$ cat src/asop_pkg.sv
// Package of constants for the converter sample output port
// What this block does
// - Each result is a 12-bit offset-binary word, zero scale all zeros.
// - A sample's word reaches the bus six clocks later, one per clock.
// - A sample is taken on every rising clock edge with a word buffered, except in power-down.
// - Bus driven while output enable is low, released while it is high.
// - Power-down high gives low-power mode; low gives normal conversion.
// - Result bit zero is output bit zero, bit eleven is output bit eleven.
`default_nettype none
package asop_pkg;
   localparam int          SAMPLE_WIDTH   = 12;
   localparam int          PIPE_LATENCY   = 6;
   localparam int          FIFO_DEPTH     = 32;
   localparam int          FIFO_AW        = 5;
   localparam logic [11:0] SAMPLE_RESET   = 12'h000;
   localparam logic [11:0] SAMPLE_FULL    = 12'hfff;
   localparam logic [11:0] SIGNED_OFFSET  = 12'h800;
   typedef enum logic [1:0] {ST_ACTIVE, ST_DOWN, ST_WAKE} asop_mode_t;
endpackage
`default_nettype wire

$ cat src/asop_fifo.sv
// Synchronous FIFO with valid and ready on both sides
`default_nettype none
module asop_fifo #(
   parameter int WIDTH = 12,
   parameter int DEPTH = 32,
   parameter int AW    = 5
)(
   input  wire logic             clk_sys,
   input  wire logic             resetn,
   input  wire logic [WIDTH-1:0] inData,
   input  wire logic             inValid,
   output logic                  inReady,
   output logic [WIDTH-1:0]      outData,
   output logic                  outValid,
   input  wire logic             outReady
);
   logic [WIDTH-1:0] mem [DEPTH];
   logic [AW:0]      wrPtr_reg;
   logic [AW:0]      rdPtr_reg;
   logic [AW:0]      wrPtr_next;
   logic [AW:0]      rdPtr_next;
   logic             push;
   logic             pop;

   assign outValid   = (wrPtr_reg != rdPtr_reg);
   assign push       = inValid && inReady;
   assign pop        = outValid && outReady;
   assign outData    = mem[rdPtr_reg[AW-1:0]];
   assign wrPtr_next = push ? (wrPtr_reg + 1'b1) : wrPtr_reg;
   assign rdPtr_next = pop ? (rdPtr_reg + 1'b1) : rdPtr_reg;

   always_ff @(posedge clk_sys)
   begin
      if (push)
      begin
         mem[wrPtr_reg[AW-1:0]] <= inData;
      end
   end

   always_ff @(posedge clk_sys or negedge resetn)
   begin
      if (!resetn)
      begin
         wrPtr_reg <= '0;
         rdPtr_reg <= '0;
         inReady   <= 1'b1;
      end
      else
      begin
         wrPtr_reg <= wrPtr_next;
         rdPtr_reg <= rdPtr_next;
         // Registered so the ready port comes straight from a flop
         inReady   <= !((wrPtr_next[AW] != rdPtr_next[AW]) &&
                        (wrPtr_next[AW-1:0] == rdPtr_next[AW-1:0]));
      end
   end
endmodule
`default_nettype wire

$ cat src/asop_port.sv
// Digital output port of a pipelined sampling converter
`default_nettype none
module asop_port
   import asop_pkg::*;
(
   input  wire logic                          clk_sys,
   input  wire logic                          resetn,
   input  wire logic [asop_pkg::SAMPLE_WIDTH-1:0] sampleIn,
   input  wire logic                          sampleSigned,
   input  wire logic                          sampleValid,
   output logic                               sampleReady,
   input  wire logic                          outEnableN,
   input  wire logic                          powerDown,
   output logic [asop_pkg::SAMPLE_WIDTH-1:0]  sampleWordBits,
   output logic [asop_pkg::SAMPLE_WIDTH-1:0]  sampleWordOe,
   output logic                               lowPower,
   output logic                               wordValid
);
   import asop_pkg::*;

   ////////////////////////////////////////////////////////////////////////
   // Pin synchronisers
   logic [1:0] oeSync_reg;
   logic [1:0] pdSync_reg;
   logic       oeN;
   logic       pd;

   always_ff @(posedge clk_sys or negedge resetn)
   begin
      if (!resetn)
      begin
         oeSync_reg <= 2'h3;
         pdSync_reg <= 2'h3;
      end
      else
      begin
         oeSync_reg <= {oeSync_reg[0], outEnableN};
         pdSync_reg <= {pdSync_reg[0], powerDown};
      end
   end
   assign oeN = oeSync_reg[1];
   assign pd  = pdSync_reg[1];

   ////////////////////////////////////////////////////////////////////////
   // Mode control
   asop_mode_t mode_reg;
   asop_mode_t mode_next;
   logic [2:0] wakeCnt_reg;

   always_comb
   begin
      mode_next = mode_reg;
      case (mode_reg)
         ST_ACTIVE: if (pd) mode_next = ST_DOWN;
         ST_DOWN:   if (!pd) mode_next = ST_WAKE;
         ST_WAKE:
         begin
            if (pd)
               mode_next = ST_DOWN;
            else if (wakeCnt_reg == 3'(PIPE_LATENCY - 1))
               mode_next = ST_ACTIVE;
         end
         default:   mode_next = ST_DOWN;
      endcase
   end

   always_ff @(posedge clk_sys or negedge resetn)
   begin
      if (!resetn)
         mode_reg <= ST_DOWN;
      else
         mode_reg <= mode_next;
   end

   always_ff @(posedge clk_sys or negedge resetn)
   begin
      if (!resetn)
         wakeCnt_reg <= 3'h0;
      else if (mode_reg == ST_WAKE)
         wakeCnt_reg <= wakeCnt_reg + 3'h1;
      else
         wakeCnt_reg <= 3'h0;
   end

   always_ff @(posedge clk_sys or negedge resetn)
   begin
      if (!resetn)
         lowPower <= 1'b1;
      else
         lowPower <= (mode_next == ST_DOWN);
   end

   ////////////////////////////////////////////////////////////////////////
   // Sample buffer; the converter drains it one word per clock
   logic [SAMPLE_WIDTH-1:0] fifoData;
   logic                    fifoValid;
   logic                    take;
   logic [SAMPLE_WIDTH-1:0] coded;

   // Signed input is shifted into offset binary by flipping the sign bit
   assign coded = sampleSigned ? (sampleIn ^ SIGNED_OFFSET) : sampleIn;

   asop_fifo #(
      .WIDTH (SAMPLE_WIDTH),
      .DEPTH (FIFO_DEPTH),
      .AW    (FIFO_AW)
   ) u_fifo (
      .clk_sys  (clk_sys),
      .resetn   (resetn),
      .inData   (coded),
      .inValid  (sampleValid),
      .inReady  (sampleReady),
      .outData  (fifoData),
      .outValid (fifoValid),
      .outReady (take)
   );

   // Converter is stalled in power-down, so the buffer fills and pushes back
   assign take = (mode_reg != ST_DOWN);

   ////////////////////////////////////////////////////////////////////////
   // Pipeline: one sample per edge, six stages to the pins
   logic [SAMPLE_WIDTH-1:0] pipe_reg [PIPE_LATENCY];
   logic [PIPE_LATENCY-1:0] pipeValid_reg;

   always_ff @(posedge clk_sys or negedge resetn)
   begin
      if (!resetn)
         pipeValid_reg <= '0;
      else
         pipeValid_reg <= {pipeValid_reg[PIPE_LATENCY-2:0],
                           take && fifoValid && (mode_reg == ST_ACTIVE)};
   end

   genvar s;
   generate
      for (s = 0; s < PIPE_LATENCY; s++)
      begin : g_stage
         if (s == 0)
         begin : g_first
            always_ff @(posedge clk_sys or negedge resetn)
            begin
               if (!resetn)
                  pipe_reg[s] <= SAMPLE_RESET;
               else
                  pipe_reg[s] <= (take && fifoValid) ? fifoData : SAMPLE_RESET;
            end
         end
         else
         begin : g_next
            always_ff @(posedge clk_sys or negedge resetn)
            begin
               if (!resetn)
                  pipe_reg[s] <= SAMPLE_RESET;
               else
                  pipe_reg[s] <= pipe_reg[s-1];
            end
         end
      end
   endgenerate

   // Stage five is the output register; the bus carries it one-to-one
   assign sampleWordBits = pipe_reg[PIPE_LATENCY-1];

   ////////////////////////////////////////////////////////////////////////
   // Output drivers and validity
   always_ff @(posedge clk_sys or negedge resetn)
   begin
      if (!resetn)
         sampleWordOe <= '0;
      else
         sampleWordOe <= {SAMPLE_WIDTH{!oeN}};
   end

   always_ff @(posedge clk_sys or negedge resetn)
   begin
      if (!resetn)
         wordValid <= 1'b0;
      else
         // Words still in flight across a power-down stay flagged invalid
         wordValid <= pipeValid_reg[PIPE_LATENCY-2] && !pd && (mode_reg == ST_ACTIVE);
   end
endmodule
`default_nettype wire
$ cat config.mk
export PLATFORM = sky130hd
export DESIGN_NAME = asop_port
export DESIGN_NICKNAME = d
export VERILOG_FILES = /design/src/asop_pkg.sv /design/src/asop_fifo.sv /design/src/asop_port.sv
export SDC_FILE = /design/constraint.sdc
export NUM_CORES = 1
export LEC_CHECK = 0
export BUFFER_PORTS_ARGS = -buffer_cell sky130_fd_sc_hd__buf_2
export CAP_MARGIN = 20
export CORE_ASPECT_RATIO = 1.75
export CORE_UTILIZATION = 62
export DETAILED_ROUTE_END_ITERATION = 8
export GPL_TIMING_DRIVEN = 0
export PLACE_DENSITY = 0.87
export SLEW_MARGIN = 10
export SYNTH_ARGS = -nofsm -noshare
export SYNTH_HDL_FRONTEND = slang
export SYNTH_HIERARCHICAL = 1
export SYNTH_SLANG_ARGS = --single-unit
$ cat constraint.sdc
create_clock -name clk_sys -period 2.95 [get_ports clk_sys]
set_clock_uncertainty 0.05 [all_clocks]
set_input_delay 0.1475 -clock clk_sys [delete_from_list [all_inputs] [get_ports clk_sys]]
set_output_delay 0.1475 -clock clk_sys [all_outputs]
set_load 0.01 [all_outputs]
==> results.md, run 1 <==
- In this run switching power makes up 31.8% of total power.
- After detailed routing, the total wire length is 40.0 mm.
- Among all flip-flop cells after synthesis, the most frequent one is edfxtp_1.
- The tree built by TritonCTS fans out to 486 sinks.
- For hold timing, the worst endpoint is u_fifo/wrPtr_reg[1].
- The slowest stage of the critical path belongs to the cell a22oi_1.
- The endpoint class of the critical path is a register.
- In this run the critical register-to-register path is captured at pipe_reg[65].
- Along the worst path, the maximum fanout reaches 19.
- The post-synthesis sequential area ratio is 77.0%.
- The setup slack of the most critical reg-to-reg path is 0.01 ns.
- The most common cell in the synthesized netlist is edfxtp_1.
- Measured along the y axis, the die boundary spans 229 µm.
- The post-detailed-route wirelength per cell is 27.6 µm.
- The clock network accounts for 26.2% of the total power.
- The number of hold violations in the final report is 0.
- The post-CTS setup repair buffer count is 0.
- The combinational fraction of design power is 30.2%.
- The worst ir drop on vdd is 0.680 mV.
- The total overflow left after global routing is 0.
- Across every metal layer, demand over resource in global routing totals 27.8%.
- The worst hold path passes through 4 cells.
- After filler insertion, the fill cell instance count of the layout stands at 1,579.
- The fraction of the cycle the final worst path needs is 99.7%.
- The number of synthesized flops with an enable pin is 384.
- For the worst setup path, the data required time is 3.34 ns.
- The flow ran to the end, and the final reports show no timing, DRC or antenna violations.
- The first TritonRoute pass finished after 6 iterations.
- For this run, the slowest stage of the critical path takes 0.63 ns.
- The gate count after technology mapping is 922.
- The final design utilization is 71.4%.
- At the end of routability-driven placement, the weighted congestion stood at 0.995.
- The total of flip-flops plus latches after synthesis is 486.
- The worst slew margin relative to its limit is 25.0%.
- The starting density of the core is 63.5%.
- The area added between synthesis and finish is 12.5%.
- The tree is rooted in a clkbuf_16.
- The static leakage is 7.33 nW.
- The worst min-delay path category is input pin to register.
- The depth of the most critical reg-to-reg path is 6.
- In this design, the critical path's most frequently occurring cell is buf_2.
- The mean area per synthesized cell is 19.8 µm².
- The final count of pins violating max slew is 0.
- The register clock-pin slew on the reported worst setup and hold paths is 0.07 ns.
- The HPWL after detailed placement is 25.4 mm.
- When the netlist entered floorplanning its net count stood at 947.
- The internal power is 13.5 mW.
- The first global-routing pass estimated 60.2 mm of wire.
- The number of global-route vias before repair is 9,461.
- After the first detailed-routing iteration, the DRC count stood at 1,032.
- The number of remaining DRC errors is 0.
- Setup violations remaining at the end of the flow were counted as 0.
- The kind of cell with the highest combined delay along the critical path is buffers and inverters.
- The netlist uses 49 different library cells.
- In this run the power spent charging and discharging nets is 6.29 mW.
- The clock passes through at most 3 buffers.
- The worst setup path is launched from a register.
- Subtracting the final worst setup slack from the clock period gives 2.94 ns.
- Counting buffers and inverters, the worst setup path is 6 cells deep.
- The number of antenna-violating nets in the routed design is 0.
- For the worst-skew pair, the clock arrives at the later sink with an insertion delay of 0.55 ns.
- At the worst endpoint, the arrival time is 3.33 ns.
- In the final layout, the share of cells above drive strength 1 is 26.8%.
- The count of standard-cell rows is 82.
- Yosys attributes the largest share of cell area to edfxtp_1 63%, dfrtp_1 13%, mux4_2 9.1%, mux2i_1 2.6%, a22oi_1 1.5%.
- The sequential share of power is 43.6%.
- In this run the cell area of the synthesized design comes to 18,300 µm².
- The number of clock buffers inserted by TritonCTS is 40.
- For this run, asynchronously set or reset flops after synthesis account for 21.0%.
- Counting both buffers and inverters, the worst setup path holds a total of 2.
- The initial antenna violation count was 0.
- Counting instances in the post-synthesis netlist gives the leading cell types as 384 x edfxtp_1, 95 x dfrtp_1, 74 x mux4_2.
- The I/O pin count is 45.
- The upper clock frequency limit is 340 MHz.
- Setup repair after global routing left no endpoint under its margin.
- The flip-flop count of the largest register, all copies and words added is 384.
- Buffers placed on the I/O ports in this run total 44.
- The share of Yosys cell area claimed by the top area cell type is 63.0%.
- The area of the core region is 28,800 µm².
- TritonCTS built the clock tree.
- The horizontal die dimension is 132 µm.
- The layout net count is 1,064.
- Max-cap violations in this run came to 0.
- For the pin with the worst max-slew slack, the measured transition is 1.12 ns.
- The critical path goes through buf_2 -> buf_2 -> mux4_2 -> a22oi_1 -> a31oi_1 -> and3_1.
- The Yosys step of the flow raised 6 warnings.
- Using the TritonRoute via totals, the vias-per-cell ratio works out to 6.42.
- The origin of the worst min-delay path is sampleValid.
- The overall power is 19.8 mW.
- The largest area contributor in the netlist is edfxtp_1.
- The power per cell area is 961 nW/µm².
- Entering global routing, the biggest net connects 65 pins.
- For this block, the via count after detailed routing is 9,291.
- The launching point of the worst reg2reg path is u_fifo/rdPtr_reg[1].
- CTS built an H-tree with a depth of 2.
- The worst setup path is of the register to register kind.
- The floorplan step defined a die boundary enclosing 30,200 µm².
- The repair_antennas step left the layout with diodes totalling 0.
## worst max-delay path by stage
stage                        start  slack, ns                end
2_1_floorplan       u_fifo/inReady       0.55  u_fifo/mem[23][0]
3_3_place_gp        u_fifo/inReady      -0.13  u_fifo/mem[23][9]
3_5_place_dp   u_fifo/wrPtr_reg[3]       0.19   u_fifo/mem[8][5]
4_1_cts        u_fifo/rdPtr_reg[1]       0.13       pipe_reg[67]
5_1_grt        u_fifo/rdPtr_reg[1]       0.03       pipe_reg[66]
6_report       u_fifo/rdPtr_reg[1]       0.01       pipe_reg[65]
## power groups by stage
stage | Clock, mW | Combinational, mW | Sequential, mW
floorplan | 0 | 3.90 | 8.61
global route | 5.51 | 6.22 | 8.69
detailed placement | 0 | 5.71 | 8.75
CTS | 5.24 | 5.80 | 8.65
global placement | 0 | 5.53 | 8.68
finish | 5.17 | 5.98 | 8.64
## tightest hold or removal path, stage by stage
cell,delay (ns)
buf_2,0.13
nand2_1,0.12
nand2_1,0.13
nand2_1,0.07
## cells in the final DEF, fill, tap and decap left out, types with 16 or more instances in the layout
cell type  count
edfxtp_1     384
dfrtp_1       95
mux4_2        74
buf_2         57
nor2_1        48
buf_4         48
mux2i_1       48
clkbuf_16     42
a22oi_1       36
nand2_1       24
clkbuf_1      23
buf_6         16
## cell type report
cell class	instances	area, µm²	area share [%]
Sequential cell	486	14100	68.4
Multi-Input combinational cell	361	3760	18.2
Clock buffer	49	1100	5.33
Timing Repair Buffer	76	524	2.55
Tap cell	378	473	2.30
Buffer	70	454	2.21
Clock inverter	24	180	0.875
Inverter	4	15.0	0.0729
## kinds of logic after synthesis
| group | share of synthesized area [%] |
|---|---|
| AND/OR/NAND/NOR | 3.25 |
| adder cells (fa/ha/maj) | 0.479 |
| flip-flops | 77.0 |
| multiplexers | 11.8 |
| XOR/XNOR | 1.26 |
| buffers and inverters | 2.56 |
| AO/OA/AOI/OAI | 3.63 |
## what timing repair did
item,in CTS,in global routing
hold buffers,3,0
endpoints found under the hold margin,87,0
gates resized for setup,0,3
endpoints found under the setup margin,0,2
## stage by stage
step / setup slack, ns / cell area (µm²) / setup TNS, ns / hold slack (ns) / std cells
2_1_floorplan: 0.552 / 18300 / 0 / -0.198 / 922
3_3_place_gp: -0.132 / 19000 / -2.03 / 0.202 / 1344
3_5_place_dp: 0.194 / 19100 / 0 / 0.110 / 1354
4_1_cts: 0.129 / 20400 / 0 / 0.0169 / 1430
5_1_grt: 0.0330 / 20600 / 0 / 0.0521 / 1448
6_report: 0.00993 / 20600 / 0 / 0.0451 / 1448
## metal layers
| layer | up-vias | global-route usage (%) | part of all wire, % |
|---|---|---|---|
| li1 | 3859 | - | - |
| met1 | 4779 | 32.9 | 34 |
| met2 | 507 | 47.4 | 53 |
| met3 | 146 | 4.36 | 6.4 |
| met4 | 0 | 17.8 | 7.0 |
| met5 | - | 0 | 0 |
No activity file was read; power rests on OpenSTA's default activity.
==> run 2: changes to the inputs <==
- PLACE_DENSITY: 0.87 -> 0.86
- clock period: 2.95 -> 2.89 ns (I/O delays scaled with it)
==> results.md, run 2 (synthesis results as in run 1) <==
- The area added between synthesis and finish is 11.9%.
- The maximum fanout along the worst path is 10 (-9).
- The area of the core region is 28,800 µm² (unchanged).
- The count of final setup violators is 0 (unchanged).
- The final hold slack is 0.0516 ns (+0.00653 ns).
- The source-to-sink clock delay at the later pin of the worst-skew pair is 0.55 ns (about the same).
- The starting density of the core was 63.5% (unchanged).
- The register clock-pin slew on the reported worst setup and hold paths is 0.07 ns (about the same).
- The required time of the worst setup path came to 3.28 ns (-0.06 ns).
- The transition time at the pin with the least slew margin was 1.10 ns (-0.0230 ns).
- The depth of the most critical reg-to-reg path came to 8 (+2).
- The clock period minus worst slack is 2.88 ns (-0.0569 ns).
- The flow ran to the end, and the final reports show no timing, DRC or antenna violations.
- The placed wire-length estimate after detailed placement was 25.1 mm (-0.88%).
- The die height was 229 µm (unchanged).
- The source of the critical timing path is u_fifo/rdPtr_reg[4].
- The area enclosed by the die boundary is 30,200 µm² (unchanged).
- The initial antenna violation count is 0 (unchanged).
- The cell chosen for the clock root is clkbuf_16.
- The worst setup path is captured at a register.
- The number of remaining DRC errors is 0 (unchanged).
- The arrival time of the worst setup path is 3.28 ns (-0.05 ns).
- The fraction of the cycle the final worst path needs was 99.8% (about the same).
- The worst ir drop on vdd is 0.666 mV (-2.1%).
- The power per cell area came to 967 nW/µm² (+0.58%).
- The count of routing violations after the opening detailed-route iteration was 923 (-11%).
- The setup slack of the most critical reg-to-reg path is 0.007 ns (about the same).
- The overall via count from detail_route is 9,147 (-1.5%).
- The overall power is 19.8 mW (about the same).
- The maximum level of the CTS H-tree is 2 (unchanged).
- The final count of pins violating max slew is 0 (unchanged).
- The critical path is of the register to register type.
- The TritonCTS sink count is 486 (unchanged).
- The static leakage is 7.28 nW (-0.63%).
- The element type at the critical path start is a register.
- Leaving out fill and tap cells, the most frequent cell in the layout is edfxtp_1.
- In the layout the commonest cells are 384 x edfxtp_1, 95 x dfrtp_1, 74 x mux4_2.
- The upper clock frequency limit was 347 MHz (+2.0%).
- The post-CTS setup repair buffer count came to 0 (unchanged).
- The number of clock buffers inserted by TritonCTS is 39 (-2.5%).
- The flip-flop count of the largest register, all copies and words added is 384 (unchanged).
- The last element of the critical path is pipe_reg[68].
- The number of hold violations in the final report is 0 (unchanged).
- In this run the critical register-to-register path is launched from u_fifo/rdPtr_reg[4].
- The I/O pin count is 45 (unchanged).
- The final global-route overflow total is 0 (unchanged).
- The final design utilization is 71.0% (-0.42 points).
- The count of standard-cell rows is 82 (unchanged).
- The final estimated routing congestion in global placement is 0.908 (-8.7%).
- The worst slew margin relative to its limit is 26.5% (+1.5 points).
- The largest net degree at the start of global routing is 60 (-7.7%).
- Setup repair after global routing left no endpoint under its margin.
- The layout net count is 1,063 (-0.094%).
- The overall fraction of global-route tracks in use is 26.9% (-0.88 points).
- The critical path goes through buf_2 -> clkdlybuf4s15_1 -> mux4_2 -> o211ai_1 -> nand2_1 -> nor2_1 -> a31oi_1 -> and3_1.
- The wire length of the first global-routing pass is 58.3 mm (-3.2%).
- The fraction of final layout cells sized beyond drive strength 1 is 25.9% (-0.91 points).
- The post-detailed-route wirelength per cell is 27.1 µm (-1.7%).
- The final total negative setup slack is 0 ns (unchanged).
- The deepest clock path buffer count is 3 (unchanged).
- The iteration count of the initial detailed-routing pass came to 5 (-1).
- Among all stages on the critical path, the largest delay is contributed by clkdlybuf4s15_1.
- The number of port buffers came to 44 (unchanged).
- The count of antenna diodes in the layout is 0 (unchanged).
- The average via count per standard cell came to 6.32 (-1.5%).
- The endpoint identified for the worst register-to-register timing path is pipe_reg[68].
- The horizontal die dimension is 132 µm (unchanged).
- The number of maximum-capacitance violations came to 0 (unchanged).
- The clock tree from TritonCTS is built.
- The tightest min-delay check is of the input pin to register type.
- The peak per-stage delay on the critical path came to 0.66 ns (+0.03 ns).
- The number of global-route vias before repair is 9,446 (-0.16%).
- The number of antenna-violating nets in the routed design came to 0 (unchanged).
- The sum of routed wire length over all layers is 39.3 mm (-1.8%).
run 2: metrics by stage:
step / worst slack (ns) / instances / cell area [µm²]
detailed placement: 0.142 / 1350 / 19100
floorplan: 0.492 / 922 / 18300
global route: 0.0218 / 1447 / 20500
finish: 0.00686 / 1447 / 20500
CTS: 0.0922 / 1425 / 20300
global placement: -0.224 / 1344 / 19000
run 2: worst min-delay path by stage:
stage / to / slack, ns / cells past startpoint / start
global route: u_fifo/wrPtr_reg[1] / 0.07 / 4 / sampleValid
CTS: u_fifo/wrPtr_reg[1] / 0.02 / 4 / sampleValid
global placement: oeSync_reg[0] / 0.20 / 1 / outEnableN
floorplan: mode_reg[1] / -0.20 / 0 / resetn
detailed placement: wakeCnt_reg[0] / 0.13 / 1 / resetn
finish: u_fifo/wrPtr_reg[1] / 0.05 / 4 / sampleValid
run 2: repair_timing:
item	in CTS	in global routing
resized for setup	0	2
endpoints found under the hold margin	46	0
hold buffers	3	0
endpoints found under the setup margin	0	1
run 2: critical path, delay by kind of cell, from the launching register on:
| kind | cells | cell delay (ns) |
|---|---|---|
| multiplexers | 1 | 0.42 |
| buffers and inverters | 2 | 0.84 |
| AO/OA/AOI/OAI | 2 | 0.63 |
| flip-flops | 1 | 0.33 |
| AND/OR/NAND/NOR | 3 | 0.50 |
run 2: final cells by class:
class	count	area (µm²)
sequential	486	14100
fill	1596	8360
multi-input combinational	361	3760
clock buffer	55	1080
timing repair buffer	75	502
tap	378	473
buffer	71	460
clock inverter	17	95.1
inverter	4	15.0
run 2: layer usage:
layer / global-route usage, % / up-vias / part of all wire (%)
li1: - / 3857 / -
met3: 3.52 / 124 / 5.5
met2: 47.4 / 445 / 53
met4: 16.8 / 0 / 6.5
met1: 31.1 / 4721 / 35
met5: 0 / - / 0
run 2: power by group:
| group | internal [mW] | switching [mW] |
|---|---|---|
| clock | 2.63 | 2.33 |
| sequential | 8.45 | 0.350 |
| combinational | 2.43 | 3.60 |
